File: src/common/fbg_pkg.sv
// Purpose: shared constants and carrier types of the fieldbus serial configuration guard
// Assumes: 16-bit parameters reached by their fieldbus address, one clock of 40 MHz
// Notes:   persistent storage lives outside; reset loads the factory values
package fbg_pkg;

	// parameter addresses
	localparam logic [15:0] FBG_ADDR_LINE_RATE  = 16'h1606;
	localparam logic [15:0] FBG_ADDR_STATION    = 16'h1608;
	localparam logic [15:0] FBG_ADDR_FRAMING    = 16'h160a;
	localparam logic [15:0] FBG_ADDR_SER_GUARD  = 16'h160c;
	localparam logic [15:0] FBG_ADDR_SER_ORDER  = 16'h160e;
	localparam logic [15:0] FBG_ADDR_TCP_ORDER  = 16'h190a;
	localparam logic [15:0] FBG_ADDR_SCAN_GUARD = 16'h190e;

	// factory values
	localparam logic [15:0] FBG_RST_LINE_RATE  = 16'h4b00;
	localparam logic [15:0] FBG_RST_STATION    = 16'h0001;
	localparam logic [15:0] FBG_RST_FRAMING    = 16'h0002;
	localparam logic [15:0] FBG_RST_SER_GUARD  = 16'h0000;
	localparam logic [15:0] FBG_RST_SER_ORDER  = 16'h0000;
	localparam logic [15:0] FBG_RST_TCP_ORDER  = 16'h0000;
	localparam logic [15:0] FBG_RST_SCAN_GUARD = 16'h0000;

	// legal values
	localparam logic [15:0] FBG_STATION_MIN  = 16'h0001;
	localparam logic [15:0] FBG_STATION_MAX  = 16'h00f7;
	localparam logic [15:0] FBG_RATE_9600    = 16'h2580;
	localparam logic [15:0] FBG_RATE_19200   = 16'h4b00;
	localparam logic [15:0] FBG_RATE_38400   = 16'h9600;
	localparam logic [15:0] FBG_FRAME_8N1    = 16'h0001;
	localparam logic [15:0] FBG_FRAME_8E1    = 16'h0002;
	localparam logic [15:0] FBG_FRAME_8O1    = 16'h0003;
	localparam logic [15:0] FBG_FRAME_8N2    = 16'h0004;
	localparam logic [15:0] FBG_HIGH_WORD_FIRST = 16'h0000;
	localparam logic [15:0] FBG_LOW_WORD_FIRST  = 16'h0001;
	localparam logic [15:0] FBG_GUARD_OFF    = 16'h0000;
	localparam logic [15:0] FBG_GUARD_MAX_MS = 16'h2710;
	localparam int          FBG_DATA_BITS    = 8;

	// timing
	localparam int FBG_CLK_HZ       = 40_000_000;
	localparam int FBG_GUARD_TICK_MS = 1;
	localparam int FBG_CYC_PER_MS   = FBG_CLK_HZ / 1000 * FBG_GUARD_TICK_MS;
	localparam int FBG_PRE_W        = 17;

	typedef struct packed {
		logic        wr;
		logic        rd;
		logic [15:0] addr;
		logic [15:0] wdata;
	} fbg_par_req_t;

	typedef struct packed {
		logic        ack;
		logic        err;
		logic [15:0] rdata;
	} fbg_par_rsp_t;

	typedef struct packed {
		logic parity_en;
		logic parity_odd;
		logic two_stop;
	} fbg_frame_t;

	typedef struct packed {
		logic [15:0] first;
		logic [15:0] second;
	} fbg_words_t;

	typedef struct packed {
		logic                 armed;
		logic                 expired;
		logic [15:0]          ms;
		logic [FBG_PRE_W-1:0] pre;
	} fbg_guard_st_t;

	typedef struct packed {
		fbg_par_rsp_t rsp;
		logic [15:0]  station_address;
		logic [15:0]  line_rate;
		logic [15:0]  line_rate_act;
		logic [15:0]  framing;
		logic [15:0]  framing_act;
		logic [15:0]  ser_order;
		logic [15:0]  tcp_order;
		logic [15:0]  tcp_order_act;
		logic [15:0]  ser_guard;
		logic [15:0]  scan_guard;
		fbg_frame_t   frame;
		fbg_words_t   ser_words;
		fbg_words_t   tcp_words;
	} fbg_state_t;

endpackage

File: src/verilog/fbg_guard_timer.sv
// Purpose: millisecond supervision timer for one guarded message stream
// Assumes: msg is a one-cycle pulse from logic on clk
// Notes:   timeout of zero switches the supervision off and clears its state
`timescale 1ns/1ps
module fbg_guard_timer
	import fbg_pkg::*;
#(
	parameter int CYC_PER_MS = FBG_CYC_PER_MS,
	parameter bit ARM_ON_MSG = 1'b1
) (
	input  wire logic        clk,
	input  wire logic        srst,
	input  wire logic [15:0] timeout_ms,
	input  wire logic        msg,
	output logic             active,
	output logic             expired
);

	localparam logic [FBG_PRE_W-1:0] PRE_LAST = FBG_PRE_W'(CYC_PER_MS - 1);

	if (CYC_PER_MS < 2 || CYC_PER_MS > (1 << FBG_PRE_W)) begin : g_bad_cyc_per_ms
		$error("fbg_guard_timer: CYC_PER_MS out of range");
	end

	fbg_guard_st_t st;
	fbg_guard_st_t next_st;
	logic          expiring;

	assign expiring = st.armed && (st.pre == PRE_LAST) && ((st.ms + 16'h0001) >= timeout_ms);

	always_comb begin
		next_st = st;
		if (timeout_ms == FBG_GUARD_OFF) begin
			next_st = '0;
		end else if (msg && !expiring) begin
			// a message in the expiry cycle came too late: the expiry stands
			// every valid message restarts the count and clears a past expiry
			next_st.armed   = 1'b1;
			next_st.expired = 1'b0;
			next_st.ms      = 16'h0000;
			next_st.pre     = '0;
		end else if (st.armed) begin
			if (st.pre == PRE_LAST) begin
				next_st.pre = '0;
				// compare with >= so a timeout lowered mid-count still fires
				if ((st.ms + 16'h0001) >= timeout_ms) begin
					next_st.expired = 1'b1;
					next_st.armed   = 1'b0;
					next_st.ms      = 16'h0000;
				end else begin
					next_st.ms = st.ms + 16'h0001;
				end
			end else begin
				next_st.pre = st.pre + FBG_PRE_W'(1);
			end
		end else if (!ARM_ON_MSG && !st.expired) begin
			next_st.armed = 1'b1;
		end
	end

	always_ff @(posedge clk) begin
		if (srst) begin
			st <= '0;
		end else begin
			st <= next_st;
		end
	end

	assign active  = st.armed;
	assign expired = st.expired;

endmodule

File: src/verilog/fbg_config_guard.sv
// Purpose: fieldbus communication settings and link supervision of the drive
// Assumes: parameter requests and message pulses come from logic on clk
// Notes:   reinit stands for the next power-on and applies the pending settings
//
// What this block does
// - station address limited to 1..247, immediate
// - line rate 9600/19200/38400, applied at power-on
// - framing codes 1..4, eight data bits, power-on
// - serial dword word order, applied immediately
// - tcp dword word order, applied at power-on
// - serial guard off at zero, timeout ms
// - scan guard off at zero, starts on message
// - after expiry wait for next scan message
`timescale 1ns/1ps
module fbg_config_guard
	import fbg_pkg::*;
#(
	parameter int CYC_PER_MS = FBG_CYC_PER_MS
) (
	input  wire logic         clk,
	input  wire logic         srst,
	input  wire logic         reinit,
	input  fbg_par_req_t      par_req,
	output fbg_par_rsp_t      par_rsp,
	input  wire logic         serial_msg,
	input  wire logic         scan_msg,
	input  wire logic [31:0]  ser_dword,
	input  wire logic [31:0]  tcp_dword,
	output logic [15:0]       station_address,
	output logic [15:0]       serial_line_rate,
	output fbg_frame_t        char_frame,
	output logic              serial_low_word_first,
	output logic              tcp_low_word_first,
	output fbg_words_t        ser_words,
	output fbg_words_t        tcp_words,
	output logic              serial_guard_active,
	output logic              serial_guard_error,
	output logic              scan_guard_active,
	output logic              scan_guard_error
);

	// below two cycles the prescale cannot tell one millisecond from the next
	if (CYC_PER_MS < 2 || CYC_PER_MS > (1 << FBG_PRE_W)) begin : g_bad_cyc_per_ms
		$error("fbg_config_guard: CYC_PER_MS out of range");
	end

	fbg_state_t st;
	fbg_state_t next_st;

	function automatic fbg_frame_t decode_frame(input logic [15:0] code);
		fbg_frame_t f;
		f = '0;
		// all codes carry FBG_DATA_BITS data bits; only parity and stop vary
		case (code)
			FBG_FRAME_8E1: begin
				f.parity_en = 1'b1;
			end
			FBG_FRAME_8O1: begin
				f.parity_en  = 1'b1;
				f.parity_odd = 1'b1;
			end
			FBG_FRAME_8N2: begin
				f.two_stop = 1'b1;
			end
			default: begin
				f = '0;
			end
		endcase
		return f;
	endfunction

	function automatic fbg_words_t split_dword(input logic [31:0] v, input logic low_first);
		fbg_words_t w;
		if (low_first) begin
			w.first  = v[15:0];
			w.second = v[31:16];
		end else begin
			w.first  = v[31:16];
			w.second = v[15:0];
		end
		return w;
	endfunction

	logic rate_ok;
	logic station_ok;
	logic frame_ok;
	logic order_ok;
	logic guard_ok;

	always_comb begin
		rate_ok    = (par_req.wdata == FBG_RATE_9600) || (par_req.wdata == FBG_RATE_19200) ||
		             (par_req.wdata == FBG_RATE_38400);
		station_ok = (par_req.wdata >= FBG_STATION_MIN) &&
		             (par_req.wdata <= FBG_STATION_MAX);
		frame_ok   = (par_req.wdata >= FBG_FRAME_8N1) && (par_req.wdata <= FBG_FRAME_8N2);
		order_ok   = (par_req.wdata <= FBG_LOW_WORD_FIRST);
		guard_ok   = (par_req.wdata <= FBG_GUARD_MAX_MS);
	end

	always_comb begin
		next_st = st;
		next_st.rsp.ack   = par_req.wr | par_req.rd;
		next_st.rsp.err   = 1'b0;
		next_st.rsp.rdata = 16'h0000;
		if (par_req.wr) begin
			// a refused value leaves the stored setting untouched
			case (par_req.addr)
				FBG_ADDR_LINE_RATE: begin
					if (rate_ok) next_st.line_rate = par_req.wdata;
					else next_st.rsp.err = 1'b1;
				end
				FBG_ADDR_STATION: begin
					if (station_ok) next_st.station_address = par_req.wdata;
					else next_st.rsp.err = 1'b1;
				end
				FBG_ADDR_FRAMING: begin
					if (frame_ok) next_st.framing = par_req.wdata;
					else next_st.rsp.err = 1'b1;
				end
				FBG_ADDR_SER_GUARD: begin
					if (guard_ok) next_st.ser_guard = par_req.wdata;
					else next_st.rsp.err = 1'b1;
				end
				FBG_ADDR_SER_ORDER: begin
					if (order_ok) next_st.ser_order = par_req.wdata;
					else next_st.rsp.err = 1'b1;
				end
				FBG_ADDR_TCP_ORDER: begin
					if (order_ok) next_st.tcp_order = par_req.wdata;
					else next_st.rsp.err = 1'b1;
				end
				FBG_ADDR_SCAN_GUARD: begin
					if (guard_ok) next_st.scan_guard = par_req.wdata;
					else next_st.rsp.err = 1'b1;
				end
				default: begin
					next_st.rsp.err = 1'b1;
				end
			endcase
		end else if (par_req.rd) begin
			// reads show the stored value, which may differ from the active one
			case (par_req.addr)
				FBG_ADDR_LINE_RATE:  next_st.rsp.rdata = st.line_rate;
				FBG_ADDR_STATION:    next_st.rsp.rdata = st.station_address;
				FBG_ADDR_FRAMING:    next_st.rsp.rdata = st.framing;
				FBG_ADDR_SER_GUARD:  next_st.rsp.rdata = st.ser_guard;
				FBG_ADDR_SER_ORDER:  next_st.rsp.rdata = st.ser_order;
				FBG_ADDR_TCP_ORDER:  next_st.rsp.rdata = st.tcp_order;
				FBG_ADDR_SCAN_GUARD: next_st.rsp.rdata = st.scan_guard;
				default:             next_st.rsp.err = 1'b1;
			endcase
		end
		if (reinit) begin
			// a write in the same cycle is taken into the active copy as well
			next_st.line_rate_act = next_st.line_rate;
			next_st.framing_act   = next_st.framing;
			next_st.tcp_order_act = next_st.tcp_order;
			next_st.frame         = decode_frame(next_st.framing);
		end
		// order comes from the flop, so a new order shows on the words a cycle later
		next_st.ser_words = split_dword(ser_dword, st.ser_order[0]);
		next_st.tcp_words = split_dword(tcp_dword, st.tcp_order_act[0]);
	end

	always_ff @(posedge clk) begin
		if (srst) begin
			st                 <= '0;
			st.station_address <= FBG_RST_STATION;
			st.line_rate       <= FBG_RST_LINE_RATE;
			st.line_rate_act   <= FBG_RST_LINE_RATE;
			st.framing         <= FBG_RST_FRAMING;
			st.framing_act     <= FBG_RST_FRAMING;
			// decoded from the factory code so the two can never disagree
			st.frame           <= decode_frame(FBG_RST_FRAMING);
			st.ser_order       <= FBG_RST_SER_ORDER;
			st.tcp_order       <= FBG_RST_TCP_ORDER;
			st.tcp_order_act   <= FBG_RST_TCP_ORDER;
			st.ser_guard       <= FBG_RST_SER_GUARD;
			st.scan_guard      <= FBG_RST_SCAN_GUARD;
		end else begin
			st <= next_st;
		end
	end

	// serial guard runs as soon as it is enabled; scan guard waits for traffic
	fbg_guard_timer #(
		.CYC_PER_MS (CYC_PER_MS),
		.ARM_ON_MSG (1'b0)
	) u_serial_guard (
		.clk        (clk),
		.srst       (srst),
		.timeout_ms (st.ser_guard),
		.msg        (serial_msg),
		.active     (serial_guard_active),
		.expired    (serial_guard_error)
	);

	fbg_guard_timer #(
		.CYC_PER_MS (CYC_PER_MS),
		.ARM_ON_MSG (1'b1)
	) u_scan_guard (
		.clk        (clk),
		.srst       (srst),
		.timeout_ms (st.scan_guard),
		.msg        (scan_msg),
		.active     (scan_guard_active),
		.expired    (scan_guard_error)
	);

	assign par_rsp               = st.rsp;
	assign station_address       = st.station_address;
	assign serial_line_rate      = st.line_rate_act;
	assign char_frame            = st.frame;
	assign serial_low_word_first = st.ser_order[0];
	assign tcp_low_word_first    = st.tcp_order_act[0];
	assign ser_words             = st.ser_words;
	assign tcp_words             = st.tcp_words;

endmodule

File: config.mk
export PLATFORM = sky130hd
export DESIGN_NAME = fbg_config_guard
export DESIGN_NICKNAME = d
export VERILOG_FILES = /design/src/common/fbg_pkg.sv /design/src/verilog/fbg_guard_timer.sv /design/src/verilog/fbg_config_guard.sv
export SDC_FILE = /design/constraint.sdc
export NUM_CORES = 1
export LEC_CHECK = 0
export BUFFER_PORTS_ARGS = -buffer_cell sky130_fd_sc_hd__buf_2
export CORE_ASPECT_RATIO = 1.1
export CORE_MARGIN = 2
export CORE_UTILIZATION = 50
export CTS_BUF_LIST = sky130_fd_sc_hd__clkbuf_4 sky130_fd_sc_hd__clkbuf_8
export DETAILED_ROUTE_END_ITERATION = 8
export PLACE_DENSITY = 0.72
export SETUP_SLACK_MARGIN = 0.15
export SLEW_MARGIN = 30
export SYNTH_ARGS = -nofsm -noshare
export SYNTH_HDL_FRONTEND = slang
export SYNTH_SLANG_ARGS = --single-unit
File: constraint.sdc
create_clock -name clk -period 4.25 [get_ports clk]
set_input_delay 1.0625 -clock clk [delete_from_list [all_inputs] [get_ports clk]]
set_output_delay 1.0625 -clock clk [all_outputs]
set_load 0.02 [all_outputs]
==> results of run 1 <==
## state kept, by name, indices dropped and copies added, names as in the netlist
name / count
u_scan_guard.st: 33
st: 95
u_serial_guard.st: 33
serial_line_rate: 16
u_scan_guard.expired: 1
u_serial_guard.expired: 1
char_frame: 3
par_rsp: 18
u_scan_guard.active: 1
u_serial_guard.active: 1
tcp_low_word_first: 1
tcp_words: 32
ser_words: 32
serial_low_word_first: 1
station_address: 16
## critical path, stage by stage, from the launching register on
cell      delay (ps)
dfxtp_1          420
ha_1             300
nand4_1          150
nor2_1           230
nand3_1          180
xnor2_1          210
ha_1             270
a21o_1           180
a221oi_1         430
a21boi_0         300
a311o_1          370
buf_4            230
o211ai_1         100
a22oi_1          180
## synth_stat cells (36+ instances only)
cell type  number
a21oi_1        46
a22oi_1        67
and2_1         37
and3_1         57
buf_4         118
clkbuf_1       64
dfxtp_1       284
ha_1           36
inv_1          40
mux2i_1       118
nand2_1        88
nor2_1        167
## metal layers
metal | vias to the layer above | track usage, % | part of all wire (%)
li1 | 5441 | - | -
met1 | 5277 | 29.00 | 42
met2 | 379 | 42.46 | 48
met3 | 81 | 5.445 | 6.7
met4 | 8 | 8.518 | 3.0
met5 | - | 0 | 0.13
## stage by stage
| step | cells | setup slack (ps) | instance area, sq um | hold WS (ps) |
|---|---|---|---|---|
| 2_1_floorplan | 1522 | 1016 | 13740 | 426.3 |
| 3_3_place_gp | 1908 | 753.4 | 14200 | 439.3 |
| 3_5_place_dp | 1908 | 625.3 | 14200 | 445.5 |
| 4_1_cts | 1989 | 594.4 | 15150 | 460.4 |
| 5_1_grt | 1989 | 232.6 | 15150 | 477.2 |
| 6_report | 1992 | 617.2 | 15160 | 460.4 |
## logic make-up after synthesis
logic type / Yosys count / share of synthesized area, %
and+or+nand+nor: 534 / 20.16
muxes: 119 / 8.676
DFF: 284 / 41.37
buffers and inverters: 258 / 10.69
xor gates and xnor gates: 56 / 3.569
AOI/OAI and AO/OA: 235 / 12.26
adders and majority gates: 36 / 3.277
## how the worst max path moves through the flow
stage                               start  depth (start not counted)  slack [ps]                    end
global placement    u_serial_guard.st[17]                         13         750  u_serial_guard.st[32]
global route        u_serial_guard.st[17]                         13         230  u_serial_guard.st[27]
floorplan           u_serial_guard.st[17]                         13        1020  u_serial_guard.st[20]
CTS                 u_serial_guard.st[17]                         13         590  u_serial_guard.st[28]
finish              u_serial_guard.st[17]                         13         620  u_serial_guard.st[32]
detailed placement  u_serial_guard.st[17]                         13         630  u_serial_guard.st[28]
## area by class of cell
cell class / count / area, sq um / area share, %
clock buffers: 70 / 857.1 / 5.654
inverters: 40 / 150.1 / 0.9905
repair buffers: 247 / 1294 / 8.535
well taps: 357 / 446.7 / 2.947
multi-input cells: 980 / 6625 / 43.71
flip-flops and latches: 284 / 5688 / 37.52
clock inverters: 11 / 90.09 / 0.5943
diodes: 3 / 7.507 / 0.04953
## where the power goes
group	switching, mW	internal, mW
sequential	0.0101	2.70
clock	1.08	1.35
combinational	0.200	0.108
==> metrics.yaml, run 1 <==
drt:
  drt_iter0_markers: 781
  firstDrtPassIters: 5
  viasPerCell: 5.615
  ant_nets: 0
  drc_errors: 0
  wl_per_cell_um: 18.00
  vias: 11190
  drt_wl_total_um: 35850
global_route:
  grt_usage_pct: 24.16
  antenna_found_initial: 8
  grt_max_degree: 59
  grt_pass1_vias: 10830
  grt_overflow: 0
  grt_pass1_wl_um: 56310
clock_network:
  cts_sinks: 284
  clockBufferDepth: 3
  numCtsBuffers: 45
  clock_latency_ps: 570
  clkTransAtPathRegs_ps: 60
  postCtsSetupRepairBufs: 0
  root_buffer: "clkbuf_8"
  cts_tree: "done"
  cts_hold_buf: 0
  htree_levels: 2
  cts_resized: 0
setup_path:
  critical_path_required_ps: 4730
  crit_type: "register to register"
  cp.arrival_ps: 4110
  worstReg2RegStart: "u_serial_guard.st[17]"
  r2r_slack_ps: 620
  critPathCaptureType: "register"
  crit_fanout: 9
  worstSetupStartpointType: "register"
  reg2reg_depth: 13
  r2r_end: "u_serial_guard.st[32]"
placement:
  gp_congestion: 0.8834
  io_buffers: 225
  dp_hpwl_um: 25870
min_path:
  min_from: "serial_line_rate[1]"
  min_path_cells: 2
  min_to: "serial_line_rate[1]"
  hold_class: "register to register"
power_and_ir_drop:
  p_per_area_mw_per_mm2: 359.6
  power_mw: 5.450
  vdd_drop_max_mv: 0.2172
  leakagePower_nw: 6.287
finish:
  layout_common_cells: "dfxtp_1, buf_2, nor2_1"
  final_common_cell: "dfxtp_1"
  nFillCells: 2478
  syn2layout_area_growth_pct: 10.30
  final_util_pct: 56.23
  fin_nets: 1737
  drive_gt1_share_pct: 21.69
sta:
  setup_viol: 0
  rsz0062_at_grt: "false"
  setup_tns_ps: 0
  finalCritPeriodShare_pct: 85.48
  slew_violations: 0
  final-hold-violation-count: 0
  fin_crit_ps: 3633
  relSlewSlack_pct: 39.59
  tightest_slew_ps: 905.2
  clock_skew_ps: 18.48
  max_freq_mhz: 275.3
logic_synthesis:
  synth_top_area_cell: "dfxtp_1"
  syn_avg_cell_area_sq_um: 9.030
  syn-cell-area_sq_mm: 0.01374
  ys_seq_elements: 284
  syn-instance-count: 1522
  synth_nets: 1661
  synth_edf_count: 0
  yosys-top-cells-area: "dfxtp_1, mux2i_1, buf_4"
  synth_top_area_share_pct: 41.37
  synth_ff_type: "dfxtp_1"
  async_flop_share_pct: 0
  seq_area_frac_synth_pct: 41.37
  yosysUniqueCellTypes: 72
  synth_warnings: 0
status:
  status: "finished clean"
run:
  max_cap_viol_count: 0
floorplan:
  initial_utilization_pct: 50.98
  core_area_sq_mm: 0.02696
  die_area_sq_mm: 0.02883
  dieHeight_um: 177.9
  rows: 63
  io-pin-count: 226
  die_w_um: 162.1
No activity file was read; power rests on OpenSTA's default activity.
==> run 2, diff against run 1 <==
--- a/config.mk
+++ b/config.mk
@@ -12,7 +12,8 @@
 export CTS_BUF_LIST = sky130_fd_sc_hd__clkbuf_4 sky130_fd_sc_hd__clkbuf_8
 export DETAILED_ROUTE_END_ITERATION = 8
 export PLACE_DENSITY = 0.72
-export SETUP_SLACK_MARGIN = 0.15
+export REMOVE_ABC_BUFFERS = 1
+export SETUP_SLACK_MARGIN = 0.2
 export SLEW_MARGIN = 30
 export SYNTH_ARGS = -nofsm -noshare
 export SYNTH_HDL_FRONTEND = slang
==> metrics.yaml, run 2 (synthesis results as in run 1) <==
clock_network:
  cts_hold_buf: 0  # unchanged
  postCtsSetupRepairBufs: 0  # unchanged
  numCtsBuffers: 47  # +4.4%
  cts_tree: "done"
  clock_latency_ps: 570  # about the same
  htree_levels: 2  # unchanged
  clkTransAtPathRegs_ps: 60  # about the same
  clockBufferDepth: 3  # unchanged
  cts_sinks: 284  # unchanged
  root_buffer: "clkbuf_8"
setup_path:
  crit_type: "register to register"
  critical_path_required_ps: 4660  # -70 ps
  cp.arrival_ps: 4040  # -70 ps
  crit_fanout: 13  # +4
  worstSetupStartpointType: "register"
  critPathCaptureType: "register"
global_route:
  grt_overflow: 0  # unchanged
  grt_pass1_wl_um: 58170  # +3.3%
  grt_usage_pct: 24.99  # +0.83 points
  grt_pass1_vias: 10960  # +1.2%
  antenna_found_initial: 1  # -7
  grt_max_degree: 62  # +5.1%
sta:
  tightest_slew_ps: 703.2  # -202.0 ps
  rsz0062_at_grt: "false"
  setup_viol: 0  # unchanged
  clock_skew_ps: 18.79  # +0.3154 ps
  setup_tns_ps: 0  # unchanged
  slew_violations: 0  # unchanged
  whs_ps: 455.4  # -4.987 ps
  finalCritPeriodShare_pct: 85.48  # about the same
  setup_ws_ps: 617.1  # -0.1440 ps
  max_freq_mhz: 275.3  # about the same
  relSlewSlack_pct: 52.63  # +13 points
  fin_crit_ps: 3633  # +0.1440 ps
  final-hold-violation-count: 0  # unchanged
floorplan:
  initial_utilization_pct: 50.98  # unchanged
  io-pin-count: 226  # unchanged
  die_area_sq_mm: 0.02883  # unchanged
  rows: 63  # unchanged
  die_w_um: 162.1  # unchanged
  core_area_sq_mm: 0.02696  # unchanged
  dieHeight_um: 177.9  # unchanged
power_and_ir_drop:
  power_mw: 5.523  # +1.3%
  vdd_drop_max_mv: 0.2693  # +24%
  p_per_area_mw_per_mm2: 363.3  # +1.1%
  leakagePower_nw: 6.294  # +0.10%
drt:
  ant_nets: 0  # unchanged
  drt_wl_total_um: 36320  # +1.3%
  vias: 11360  # +1.6%
  firstDrtPassIters: 5  # unchanged
  viasPerCell: 5.716  # +1.8%
  wl_per_cell_um: 18.27  # +1.5%
  drc_errors: 0  # unchanged
  drt_iter0_markers: 854  # +9.3%
finish:
  layoutNonFillerInstCount: 1988  # -0.20%
  final_common_cell: "dfxtp_1"
  largest_register: "st"
  layout_common_cells: "dfxtp_1, buf_2, nor2_1"
  design_area_sq_mm: 0.01520  # +0.28%
  nFillCells: 2519  # +1.7%
  largest_register_ff_count: 95  # unchanged
  syn2layout_area_growth_pct: 10.61
  largestRegisters: "st: 95 flops, u_scan_guard.st: 33 flops, u_serial_guard.st: 33 flops"
  fin_nets: 1741  # +0.23%
  diodes: 0  # -3
  final_util_pct: 56.39  # +0.16 points
  drive_gt1_share_pct: 21.70  # about the same
placement:
  dp_hpwl_um: 26110  # +0.93%
  gp_congestion: 0.9016  # +2.1%
  place_ws_ps: 480.1  # -145.2 ps
  io_buffers: 225  # unchanged
  dpl.cell_count: 1910  # +0.10%
  place_area_sq_mm: 0.01422  # +0.11%
run:
  max_cap_viol_count: 0  # unchanged
min_path:
  hold_class: "register to register"
status:
  status: "finished clean"
[run 2: repair_timing]
| action | CTS | global route |
|---|---|---|
| setup endpoints to repair | 0 | 13 |
| resized for setup | 0 | 1 |
| hold endpoints to repair | 0 | 0 |
[run 2: final cells by class]
| class | count | area, sq um | area share [%] |
|---|---|---|---|
| Clock buffer | 73 | 917.1 | 6.033 |
| Sequential cell | 284 | 5688 | 37.42 |
| Inverter | 40 | 150.1 | 0.9877 |
| Tap cell | 357 | 446.7 | 2.939 |
| Multi-Input combinational cell | 980 | 6629 | 43.61 |
| Clock inverter | 5 | 61.31 | 0.4033 |
| Timing Repair Buffer | 249 | 1309 | 8.610 |
[run 2: worst max-delay path, cell delays in order, from the launching register on]
cell and delay (ps):
dfxtp_1 410, ha_1 250, nand3_1 200, nor2_1 190, nand4_1 180, xnor2_1 180
ha_1 290, a21o_1 180, a221oi_1 390, a21boi_0 300, a311oi_1 120, o21ai_2 410
buf_4 280, a221oi_1 100
[run 2: worst paths after layout]
kind | cells past startpoint | slack, ps | from | end
worst min-delay path | 2 | 460 | serial_line_rate[4] | serial_line_rate[4]
worst max register to register | 13 | 620 | u_scan_guard.st[17] | u_scan_guard.st[30]
worst max-delay path | 13 | 620 | u_scan_guard.st[17] | u_scan_guard.st[30]
worst min register to register | 2 | 460 | serial_line_rate[4] | serial_line_rate[4]
[run 2: report_power, final]
part / switching (mW) / internal (mW)
logic: 0.202 / 0.108
registers: 0.00948 / 2.70
clock network: 1.08 / 1.42
total: 1.29 / 4.24
[run 2: metal layers]
metal / part of all wire (%) / global-route usage (%) / wire [um]
met1: 42 / 32.37 / 15380
met5: 0 / 0 / 0
met4: 2.0 / 6.563 / 744
met3: 6.5 / 3.973 / 2348
met2: 49 / 43.37 / 17850
